**config.mk**
```make
export PLATFORM = sky130hd
export DESIGN_NAME = ssl_top
export DESIGN_NICKNAME = d
export VERILOG_FILES = /design/src/pkg/ssl_pkg.sv /design/src/design/ssl_sync.sv /design/src/design/ssl_edge.sv /design/src/design/ssl_top.sv
export SDC_FILE = /design/constraint.sdc
export NUM_CORES = 1
export LEC_CHECK = 0
export ABC_AREA = 1
export ABC_CLOCK_PERIOD_IN_PS = 3700
export CORE_ASPECT_RATIO = 1.25
export CORE_MARGIN = 8
export CORE_UTILIZATION = 56
export DETAILED_ROUTE_END_ITERATION = 8
export DONT_BUFFER_PORTS = 1
export GPL_ROUTABILITY_DRIVEN = 1
export PLACE_DENSITY = 0.74
export SLEW_MARGIN = 40
export SYNTH_ARGS = -nofsm -noshare
export SYNTH_HDL_FRONTEND = slang
export SYNTH_SLANG_ARGS = --single-unit
```
**constraint.sdc**
```tcl
create_clock -name clk -period 3.7 [get_ports clk]
set_input_delay 0.74 -clock clk [delete_from_list [all_inputs] [get_ports clk]]
set_output_delay 0.74 -clock clk [all_outputs]
set_load 0.01 [all_outputs]
```
**src/pkg/ssl_pkg.sv**
```systemverilog
// constants, field layouts and codes of the serial load and control pin block
package ssl_pkg;

	// ****************************************************************
	// serial word and latch bank
	// ****************************************************************
	localparam int SSL_WORD_W = 32;
	localparam int SSL_SEL_W = 3;
	localparam int SSL_SEL_LSB = 0;
	localparam int SSL_LATCH_N = 6;
	localparam logic [2:0] SSL_SEL_LAST = 3'h5;
	localparam logic [2:0] SSL_SEL_ZERO = 3'h0;
	localparam logic [31:0] SSL_WORD_RST = 32'h0000_0000;

	// ****************************************************************
	// fields inside the latches
	// ****************************************************************
	localparam int SSL_L2_MUX_LSB = 26;
	localparam int SSL_L2_PD_BIT = 5;
	localparam int SSL_L2_DIVBUF_BIT = 13;
	localparam int SSL_L4_LEVEL_LSB = 3;
	localparam int SSL_L4_RFEN_BIT = 5;
	localparam int SSL_L4_MTLD_BIT = 10;
	localparam int SSL_L4_DIV_LSB = 20;

	// ****************************************************************
	// test multiplexer sources
	// ****************************************************************
	typedef enum logic [2:0] {
		SSL_MUX_TRI = 3'b000,
		SSL_MUX_HIGH = 3'b001,
		SSL_MUX_LOW = 3'b010,
		SSL_MUX_REF = 3'b011,
		SSL_MUX_FB = 3'b100,
		SSL_MUX_ALD = 3'b101,
		SSL_MUX_DLD = 3'b110,
		SSL_MUX_RSVD = 3'b111
	} ssl_mux_t;

	// ****************************************************************
	// software register port
	// ****************************************************************
	localparam int SSL_ADDR_W = 8;
	localparam logic [7:0] SSL_REG_STATUS = 8'h00;
	localparam logic [7:0] SSL_REG_MASK = 8'h04;
	localparam logic [7:0] SSL_REG_STATE = 8'h08;
	localparam logic [7:0] SSL_REG_LATCH0 = 8'h10;
	localparam logic [7:0] SSL_REG_LATCH5 = 8'h24;
	localparam int SSL_EV_W = 4;
	localparam int SSL_EV_COMMIT = 0;
	localparam int SSL_EV_BADSEL = 1;
	localparam int SSL_EV_LOST = 2;
	localparam int SSL_EV_GAIN = 3;
	localparam logic [3:0] SSL_MASK_RST = 4'h0;
	localparam logic [3:0] SSL_STATUS_RST = 4'h0;
	localparam int SSL_PIN_N = 9;

endpackage : ssl_pkg

```
**src/design/ssl_sync.sv**
```systemverilog
// two flip-flop synchroniser for a group of outside levels
`timescale 1ns/1ps
module ssl_sync #(
	parameter int W = 1
) (
	// clock and reset
	input wire logic clk,
	input wire logic reset,
	// levels
	input wire logic [W-1:0] async_in,
	output logic [W-1:0] sync_out
);
	logic [W-1:0] stage1;

	always_ff @(posedge clk) begin
		if (reset) begin
			stage1 <= '0;
			sync_out <= '0;
		end else begin
			stage1 <= async_in;
			sync_out <= stage1;
		end
	end

endmodule : ssl_sync

```
**src/design/ssl_edge.sv**
```systemverilog
// edge finder on a synchronised level
`timescale 1ns/1ps
module ssl_edge (
	// clock and reset
	input wire logic clk,
	input wire logic reset,
	// level and edges
	input wire logic level,
	output logic rise,
	output logic fall
);
	logic level_q;

	always_ff @(posedge clk) begin
		if (reset) begin
			level_q <= 1'b0;
		end else begin
			level_q <= level;
		end
	end

	assign rise = level & ~level_q;
	assign fall = ~level & level_q;

endmodule : ssl_edge

```
**src/design/ssl_top.sv**
```systemverilog
// serial load port, latch bank and control pins of the synthesizer
`timescale 1ns/1ps
module ssl_top
	import ssl_pkg::*;
(
	// clock and reset
	input wire logic clk,
	input wire logic reset,
	// serial load pins
	input wire logic serial_clock,
	input wire logic serial_data,
	input wire logic load_strobe,
	// control pins
	input wire logic chip_enable,
	input wire logic rf_output_power_down,
	// loop signals
	input wire logic analog_lock_detect,
	input wire logic digital_lock_detect,
	input wire logic ref_counter_out,
	input wire logic feedback_counter_out,
	// status pins
	output logic lock_indicator,
	output logic test_mux_output,
	output logic test_mux_output_oe_n,
	output logic pump_output_oe_n,
	output logic device_powered,
	// rf output control
	output logic rf_output_pins_enable,
	output logic [1:0] rf_output_level,
	output logic [2:0] rf_divider_select,
	// latch contents in use
	output logic [31:0] latch0_word,
	output logic [31:0] latch1_word,
	output logic [31:0] latch2_word,
	output logic [31:0] latch3_word,
	output logic [31:0] latch4_word,
	output logic [31:0] latch5_word,
	// software register port
	input wire logic [ssl_pkg::SSL_ADDR_W-1:0] reg_addr,
	input wire logic [31:0] reg_wdata,
	input wire logic reg_write,
	input wire logic reg_read,
	output logic [31:0] reg_rdata,
	output logic irq
);
	import ssl_pkg::*;

	// ****************************************************************
	// pin synchronisers and edges
	// ****************************************************************
	logic [SSL_PIN_N-1:0] pins_sync;
	logic sclk_s;
	logic sdata_s;
	logic strobe_s;
	logic ce_s;
	logic rfpd_s;
	logic ald_s;
	logic dld_s;
	logic ref_s;
	logic fb_s;
	logic sclk_rise;
	logic strobe_rise;
	logic lock_rise;
	logic lock_fall;

	ssl_sync #(.W(SSL_PIN_N)) u_sync (
		.clk(clk),
		.reset(reset),
		.async_in({serial_clock, serial_data, load_strobe, chip_enable,
			rf_output_power_down, analog_lock_detect, digital_lock_detect,
			ref_counter_out, feedback_counter_out}),
		.sync_out(pins_sync)
	);

	assign {sclk_s, sdata_s, strobe_s, ce_s, rfpd_s, ald_s, dld_s, ref_s, fb_s} = pins_sync;

	ssl_edge u_sclk_edge (
		.clk(clk),
		.reset(reset),
		.level(sclk_s),
		.rise(sclk_rise),
		.fall()
	);

	ssl_edge u_strobe_edge (
		.clk(clk),
		.reset(reset),
		.level(strobe_s),
		.rise(strobe_rise),
		.fall()
	);

	ssl_edge u_lock_edge (
		.clk(clk),
		.reset(reset),
		.level(dld_s),
		.rise(lock_rise),
		.fall(lock_fall)
	);

	// ****************************************************************
	// shift register
	// ****************************************************************
	logic [SSL_WORD_W-1:0] shift_word;

	always_ff @(posedge clk) begin
		if (reset) begin
			shift_word <= SSL_WORD_RST;
		end else if (sclk_rise) begin
			shift_word <= {shift_word[SSL_WORD_W-2:0], sdata_s};
		end
	end

	// ****************************************************************
	// latch bank
	// ****************************************************************
	logic [2:0] target_select_bits;
	logic sel_valid;
	logic commit;
	logic [SSL_WORD_W-1:0] latch_store [SSL_LATCH_N];
	logic [SSL_WORD_W-1:0] active1;
	logic [SSL_WORD_W-1:0] active3;
	logic [2:0] active_div;

	assign target_select_bits = shift_word[SSL_SEL_LSB +: SSL_SEL_W];
	assign sel_valid = (target_select_bits <= SSL_SEL_LAST);
	assign commit = strobe_rise & sel_valid;

	always_ff @(posedge clk) begin
		if (reset) begin
			for (int i = 0; i < SSL_LATCH_N; i++) begin
				latch_store[i] <= SSL_WORD_RST;
			end
		end else if (commit) begin
			latch_store[target_select_bits] <= shift_word;
		end
	end

	// double-buffered words move into use on a latch zero commit
	always_ff @(posedge clk) begin
		if (reset) begin
			active1 <= SSL_WORD_RST;
			active3 <= SSL_WORD_RST;
			active_div <= 3'h0;
		end else if (commit && target_select_bits == SSL_SEL_ZERO) begin
			active1 <= latch_store[1];
			active3 <= latch_store[3];
			active_div <= latch_store[4][SSL_L4_DIV_LSB +: 3];
		end
	end

	always_ff @(posedge clk) begin
		if (reset) begin
			latch0_word <= SSL_WORD_RST;
			latch1_word <= SSL_WORD_RST;
			latch2_word <= SSL_WORD_RST;
			latch3_word <= SSL_WORD_RST;
			latch4_word <= SSL_WORD_RST;
			latch5_word <= SSL_WORD_RST;
		end else begin
			latch0_word <= latch_store[0];
			latch1_word <= active1;
			latch2_word <= latch_store[2];
			latch3_word <= active3;
			latch4_word <= latch_store[4];
			latch5_word <= latch_store[5];
		end
	end

	// ****************************************************************
	// power, mute and rf output control
	// ****************************************************************
	logic soft_pd;
	logic powered;
	logic mute;
	logic [2:0] div_now;

	assign soft_pd = latch_store[2][SSL_L2_PD_BIT];
	assign powered = ce_s & ~soft_pd;
	assign mute = ~rfpd_s | ~latch_store[4][SSL_L4_RFEN_BIT]
		| (latch_store[4][SSL_L4_MTLD_BIT] & ~dld_s);
	assign div_now = latch_store[2][SSL_L2_DIVBUF_BIT] ? active_div
		: latch_store[4][SSL_L4_DIV_LSB +: 3];

	always_ff @(posedge clk) begin
		if (reset) begin
			device_powered <= 1'b0;
			pump_output_oe_n <= 1'b1;
		end else begin
			device_powered <= powered;
			pump_output_oe_n <= ~powered;
		end
	end

	always_ff @(posedge clk) begin
		if (reset) begin
			rf_output_pins_enable <= 1'b0;
			rf_output_level <= 2'h0;
			rf_divider_select <= 3'h0;
		end else begin
			rf_output_pins_enable <= powered & ~mute;
			rf_output_level <= latch_store[4][SSL_L4_LEVEL_LSB +: 2];
			rf_divider_select <= div_now;
		end
	end

	// ****************************************************************
	// lock indicator and test multiplexer
	// ****************************************************************
	ssl_mux_t mux_select_bits;
	logic next_mux;
	logic next_mux_oe_n;

	assign mux_select_bits = ssl_mux_t'(latch_store[2][SSL_L2_MUX_LSB +: 3]);

	always_comb begin
		next_mux = 1'b0;
		next_mux_oe_n = 1'b0;
		case (mux_select_bits)
			SSL_MUX_TRI: begin
				next_mux_oe_n = 1'b1;
			end
			SSL_MUX_HIGH: begin
				next_mux = 1'b1;
			end
			SSL_MUX_LOW: begin
				next_mux = 1'b0;
			end
			SSL_MUX_REF: begin
				next_mux = ref_s;
			end
			SSL_MUX_FB: begin
				next_mux = fb_s;
			end
			SSL_MUX_ALD: begin
				next_mux = ald_s;
			end
			SSL_MUX_DLD: begin
				next_mux = dld_s;
			end
			default: begin
				next_mux_oe_n = 1'b1;
			end
		endcase
	end

	always_ff @(posedge clk) begin
		if (reset) begin
			lock_indicator <= 1'b0;
			test_mux_output <= 1'b0;
			test_mux_output_oe_n <= 1'b1;
		end else begin
			lock_indicator <= dld_s;
			test_mux_output <= next_mux;
			test_mux_output_oe_n <= next_mux_oe_n;
		end
	end

	// ****************************************************************
	// event status, mask and interrupt
	// ****************************************************************
	logic [SSL_EV_W-1:0] status;
	logic [SSL_EV_W-1:0] mask;
	logic [SSL_EV_W-1:0] events;
	logic [SSL_EV_W-1:0] clear_bits;

	assign events = {lock_rise, lock_fall, strobe_rise & ~sel_valid, commit};
	assign clear_bits = (reg_write && reg_addr == SSL_REG_STATUS)
		? reg_wdata[SSL_EV_W-1:0] : '0;

	always_ff @(posedge clk) begin
		if (reset) begin
			status <= SSL_STATUS_RST;
		end else begin
			status <= (status & ~clear_bits) | events;
		end
	end

	always_ff @(posedge clk) begin
		if (reset) begin
			mask <= SSL_MASK_RST;
		end else if (reg_write && reg_addr == SSL_REG_MASK) begin
			mask <= reg_wdata[SSL_EV_W-1:0];
		end
	end

	assign irq = |(status & mask);

	// ****************************************************************
	// register read port
	// ****************************************************************
	logic [31:0] next_rdata;
	logic [2:0] latch_idx;

	assign latch_idx = 3'(reg_addr[4:2] - 3'h4);

	always_comb begin
		next_rdata = 32'h0000_0000;
		if (reg_addr == SSL_REG_STATUS) begin
			next_rdata[SSL_EV_W-1:0] = status;
		end else if (reg_addr == SSL_REG_MASK) begin
			next_rdata[SSL_EV_W-1:0] = mask;
		end else if (reg_addr == SSL_REG_STATE) begin
			next_rdata[7:0] = {target_select_bits, mute, powered, rfpd_s, ce_s, dld_s};
		end else if (reg_addr >= SSL_REG_LATCH0 && reg_addr <= SSL_REG_LATCH5
			&& reg_addr[1:0] == 2'h0) begin
			next_rdata = latch_store[latch_idx];
		end
	end

	always_ff @(posedge clk) begin
		if (reset) begin
			reg_rdata <= 32'h0000_0000;
		end else if (reg_read) begin
			reg_rdata <= next_rdata;
		end else begin
			reg_rdata <= 32'h0000_0000;
		end
	end

endmodule : ssl_top

```
# Word level (Yosys, flattened, before mapping)
# Memory sizes are Yosys's and may differ from the RTL's. A register that Yosys moved wholly into a read port is not among the register bits.
# Cells that the tools add are included.
[word_totals] register_bits=234 ram_bits=192 wordCells=93 memories=1
[mem_list] name="latch_store" words=6 word_bits=32 read_ports=7 rd_clocked_by_memory_dff=4 write_ports=6 line="ssl_top.sv:120" text="logic [SSL_WORD_W-1:0] latch_store [SSL_LATCH_N];"
[classes] add_sub_neg=1 n_lt_le_gt_ge=3 n_eq_ne=8 mux=16 bitwise=27 n_reduce_logical=14
[ops] operator="$mux 32" n=1
[ops] operator="$reduce_or 32->1" n=1
[ops] operator="$mux 8" n=2
[ops] operator="$mux 4" n=3
[ops] operator="$not 1->1" n=12
[ops] operator="$reduce_or 6->1" n=2
[ops] operator="$and 1x1->1" n=9
[ops] operator="$eq 3x3->1 const B" n=3
[ops] operator="$and 4x4->4" n=2
[ops] operator="$eq 8x3->1 const B" n=1
[ops] operator="$eq 8x4->1 const B" n=1
[ops] operator="$ge 8x5->1 const B" n=1
[ops] operator="$le 8x6->1 const B" n=1
[ops] operator="$logic_not 8->1" n=1
[ops] operator="$reduce_or 4->1" n=2
[ops] operator="$mux 1" n=7
[ops] operator="$eq 3x2->1 const B" n=2
[ops] operator="$mux 3" n=2
[ops] operator="$logic_and 1x1->1" n=5
[ops] operator="$pmux 1 s5" n=1
[ops] operator="$not 4->4" n=1
[ops] operator="$or 4x4->4" n=1
[ops] operator="$eq 3x1->1 const B" n=1
[ops] operator="$le 3x3->1 const B" n=1
[ops] operator="other kinds (5)" n=6

# Longest topological paths before layout
[depth] depth_word=8 depth_mapped=12 ltp_nobuf=10

# By module
# Synthesis repeated with hierarchy kept, for this count alone.
[unflattened] hier_cells=2240 hier_area_um2=21559.4
[modules_own_cells] module="ssl_top" instances=1 cells_per_inst=2166 area_per_inst_um2=20921.3 seq_area_each_um2=14313.7
[modules_own_cells] module="ssl_sync" instances=1 cells_per_inst=56 area_per_inst_um2=521.8 seq_area_each_um2=360.3
[modules_own_cells] module="ssl_edge" instances=3 cells_per_inst=6 area_per_inst_um2=38.8 seq_area_each_um2=20.0

# Least setup slack after synthesis
# OpenSTA, ideal clock, no wires.
[synth_timing] kind="register -> register" startpoint="register shift_word[2]" endpoint="memory latch_store[5][0], enable pin" setup_ns=0.470 arrival_time_ns=2.982 required_ns=3.230 path_slack_ns=0.248 path_stages_with_launch=4 synth_period_minus_slack_ns=3.452 path_cell_list="dfxtp_1 -> inv_1 -> o21ai_1 -> o31ai_1"
[synth_rtl] item="from (decl)" line="ssl_top.sv:104" text="logic [SSL_WORD_W-1:0] shift_word;"
[synth_rtl] item="from (signal assigned)" line="ssl_top.sv:110" text="shift_word <= {shift_word[SSL_WORD_W-2:0], sdata_s};"
[synth_rtl] item="to (decl)" line="ssl_top.sv:120"

==> flow_summary.toml <==
[floorplan]
rows = 80
io_pins = 289
die_w_um = 191
core_sq_um = 37900
dieArea_sq_um = 44800
initial_core_util_pct = 56.4
fp.dieH_um = 235

[drt]
routedWlPerCell_um = 20.4
ant_nets = 0
first_pass_iters = 6
vias = 14500
drtIter0Drc = 1736
wl_um = 55600
remaining_drc_errors = 0
drt-vias-per-instance = 5.32

[hold_path]
min_from = "reset"
min_path_type = "in2reg"

[timing]
fin_skew_ns = 0.0206
setup_violations = 0
tightest_slew_ns = 0.783
period_minus_slack_ns = 2.61
slew_headroom_pct = 47.8
max_clock_freq_ghz = 0.383
hold_viol = 0
worst_slack_ns = 1.09
rsz0062_at_grt = "no"
finalCritPeriodShare_pct = 70.6
slew_violations = 0
fin_tns_setup_ns = 0

[layout]
drive_gt1_share_pct = 6.23
antennaDiodeCount = 0
n_fill_cell = 3004
final_nets = 2240
syn_to_final_growth_pct = 12.3
multi_input_area_sq_um = 5140
regArea_sq_um = 14700

[clocking]
insertion_delay_ns = 0.59
clk_path_buf_depth = 3
cts-root-buf = "clkbuf_16"
cts_setup_buffers = 0
clock_sinks = 610
cts_buffers = 54
cts_hold_buf = 0
htree_levels = 2
clkTransAtPathRegs_ns = 0.06
cts_tree = "yes"
cts_resized = 0

[setup_path]
cp-start-kind = "flip-flop"
rrSetupSlack_ns = 1.09
slowest_stage = "buf_4"
cp-end-kind = "flip-flop"
timing.rr.start = "u_sync.sync_out[6]"
critical_path_class = "reg2reg"
crit_chain = "inv_1 -> nor2_1 -> o21ai_1 -> nor2_1 -> inv_2 -> nor2_2 -> nand2_1 -> nand2_1 -> buf_4"
crit_path_start = "u_sync.sync_out[6]"
slowest_delay_ns = 0.32
crit_fanout = 20
crit_buf_inv = 3
crit_arrival_ns = 2.86
crit_family = "simple AND/OR/NAND/NOR gates"
cp.required_ns = 3.95

[logic_synthesis]
synth_edf_count = 250
synth-seq-cells = 610
synthArstFlopShare_pct = 0
synth_warnings = 0
synthCells = 2156
synth_flop_cell = "dfxtp_1"
synth.avg_cell_area_sq_um = 9.92
syn_area_sq_um = 21400
ys_types = 33
synth-seq-area-share_pct = 68.8

[pwr]
ir_worst_vdd_mv = 0.390
power_mw = 14.1
powerDensity_nw_per_um2 = 587
p_leak_nw = 9.63

[global_routing]
track_usage_pct = 24.3
grt_pass1_vias = 13600
gr-total-overflow = 0
antenna_found_initial = 0
grt_max_degree = 219
grt_pass1_wl_um = 83200

[placement]
portBuffers = 0
pre_cts_slack_ns = 1.08
place.gp.congestion = 0.860
dpl.hpwl_um = 37400

[status]
outcome = "complete, no violations"

[flow_run]
max_cap_violations = 0
cell families after synthesis:
kind of cell	synth area share, %
other	0.0175
AND/OR/NAND/NOR	12.8
flip-flops	68.8
buffers and inverters	8.45
AO/OA/AOI/OAI	9.94
state kept, by name (all words and copies together), names as in the netlist, 4 cells and up:
| signal | count |
|---|---|
| active1 | 32 |
| active3 | 32 |
| latch0_word | 32 |
| latch1_word | 32 |
| latch2_word | 32 |
| latch3_word | 32 |
| latch4_word | 32 |
| latch5_word | 32 |
| latch_store | 250 |
| mask | 4 |
| reg_rdata | 32 |
| shift_word | 32 |
| status | 4 |
| u_sync.stage1 | 9 |
| u_sync.sync_out | 9 |
metal layers:
layer | vias to the layer above | wire length (um) | global-route usage (%)
li1 | 6860 | - | -
met1 | 6776 | 23200 | 34.4
met2 | 767 | 25100 | 37.3
met3 | 76 | 6130 | 5.19
met4 | 0 | 1230 | 7.38
met5 | - | 0 | 0
placed cells by master (no fill, tap or decap), types with 6 or more instances in the layout:
master	synthesis	final
a21oi_1	142	142
a22oi_1	38	38
buf_4	11	19
clkbuf_1	58	7
clkbuf_16	0	63
clkbuf_8	0	14
clkinv_2	0	6
conb_1	1	68
dfxtp_1	360	360
edfxtp_1	250	250
inv_1	327	325
inv_2	7	8
nand2_1	190	190
nand3_1	24	24
nor2_1	473	472
o2111ai_1	12	12
o211ai_1	6	6
o21ai_0	147	147
o21ai_1	34	34
final cells by class:
type	instances	area share [%]
Timing Repair Buffer	25	1.09
Sequential cell	610	61.3
Multi-Input combinational cell	1161	21.4
Clock inverter	16	0.906
Inverter	335	5.25
Tap cell	492	2.56
Clock buffer	85	7.51
worst reg2reg max path, cell delays in order (launching register included):
cell,delay [ns]
dfxtp_1,0.31
inv_1,0.05
nor2_1,0.27
o21ai_1,0.23
nor2_1,0.19
inv_2,0.18
nor2_2,0.25
nand2_1,0.30
nand2_1,0.18
buf_4,0.32
final timing paths:
kind	to	depth (start not counted)
setup reg to reg	latch_store[3][22]	9
setup / recovery	latch_store[3][22]	9
hold / removal	latch2_word[6]	1
hold reg to reg	u_sync.sync_out[4]	2
synthesized netlist by cell type (7+ instances only):
library cell  count  area [sq um]
a21oi_1         142           711
a22oi_1          38           285
buf_1            10          37.5
buf_2            35           175
buf_4            11          82.6
clkbuf_1         58           218
dfxtp_1         360          7210
edfxtp_1        250          7510
inv_1           327          1230
inv_2             7          26.3
nand2_1         190           713
nand3_1          24           120
nor2_1          473          1780
o2111ai_1        12           105
o21ai_0         147           736
o21ai_1          34           170
stage by stage:
step	hold slack, ns	utilization (%)	instances	instance area, sq um
after floorplan	0.388	-	2223	21600
after global placement	0.394	57.9	2622	22000
after detailed placement	0.394	57.9	2622	22000
after CTS	0.221	63.2	2723	24000
after global routing	0.223	63.3	2724	24000
final	0.247	63.3	2724	24000
power breakdown:
group / switching, mW / total, mW / internal (mW)
clock: 2.41 / 6.12 / 3.71
combinational: 0.414 / 0.574 / 0.160
sequential: 0.170 / 7.41 / 7.24
Note: power is estimated with default switching activity, not from simulation.
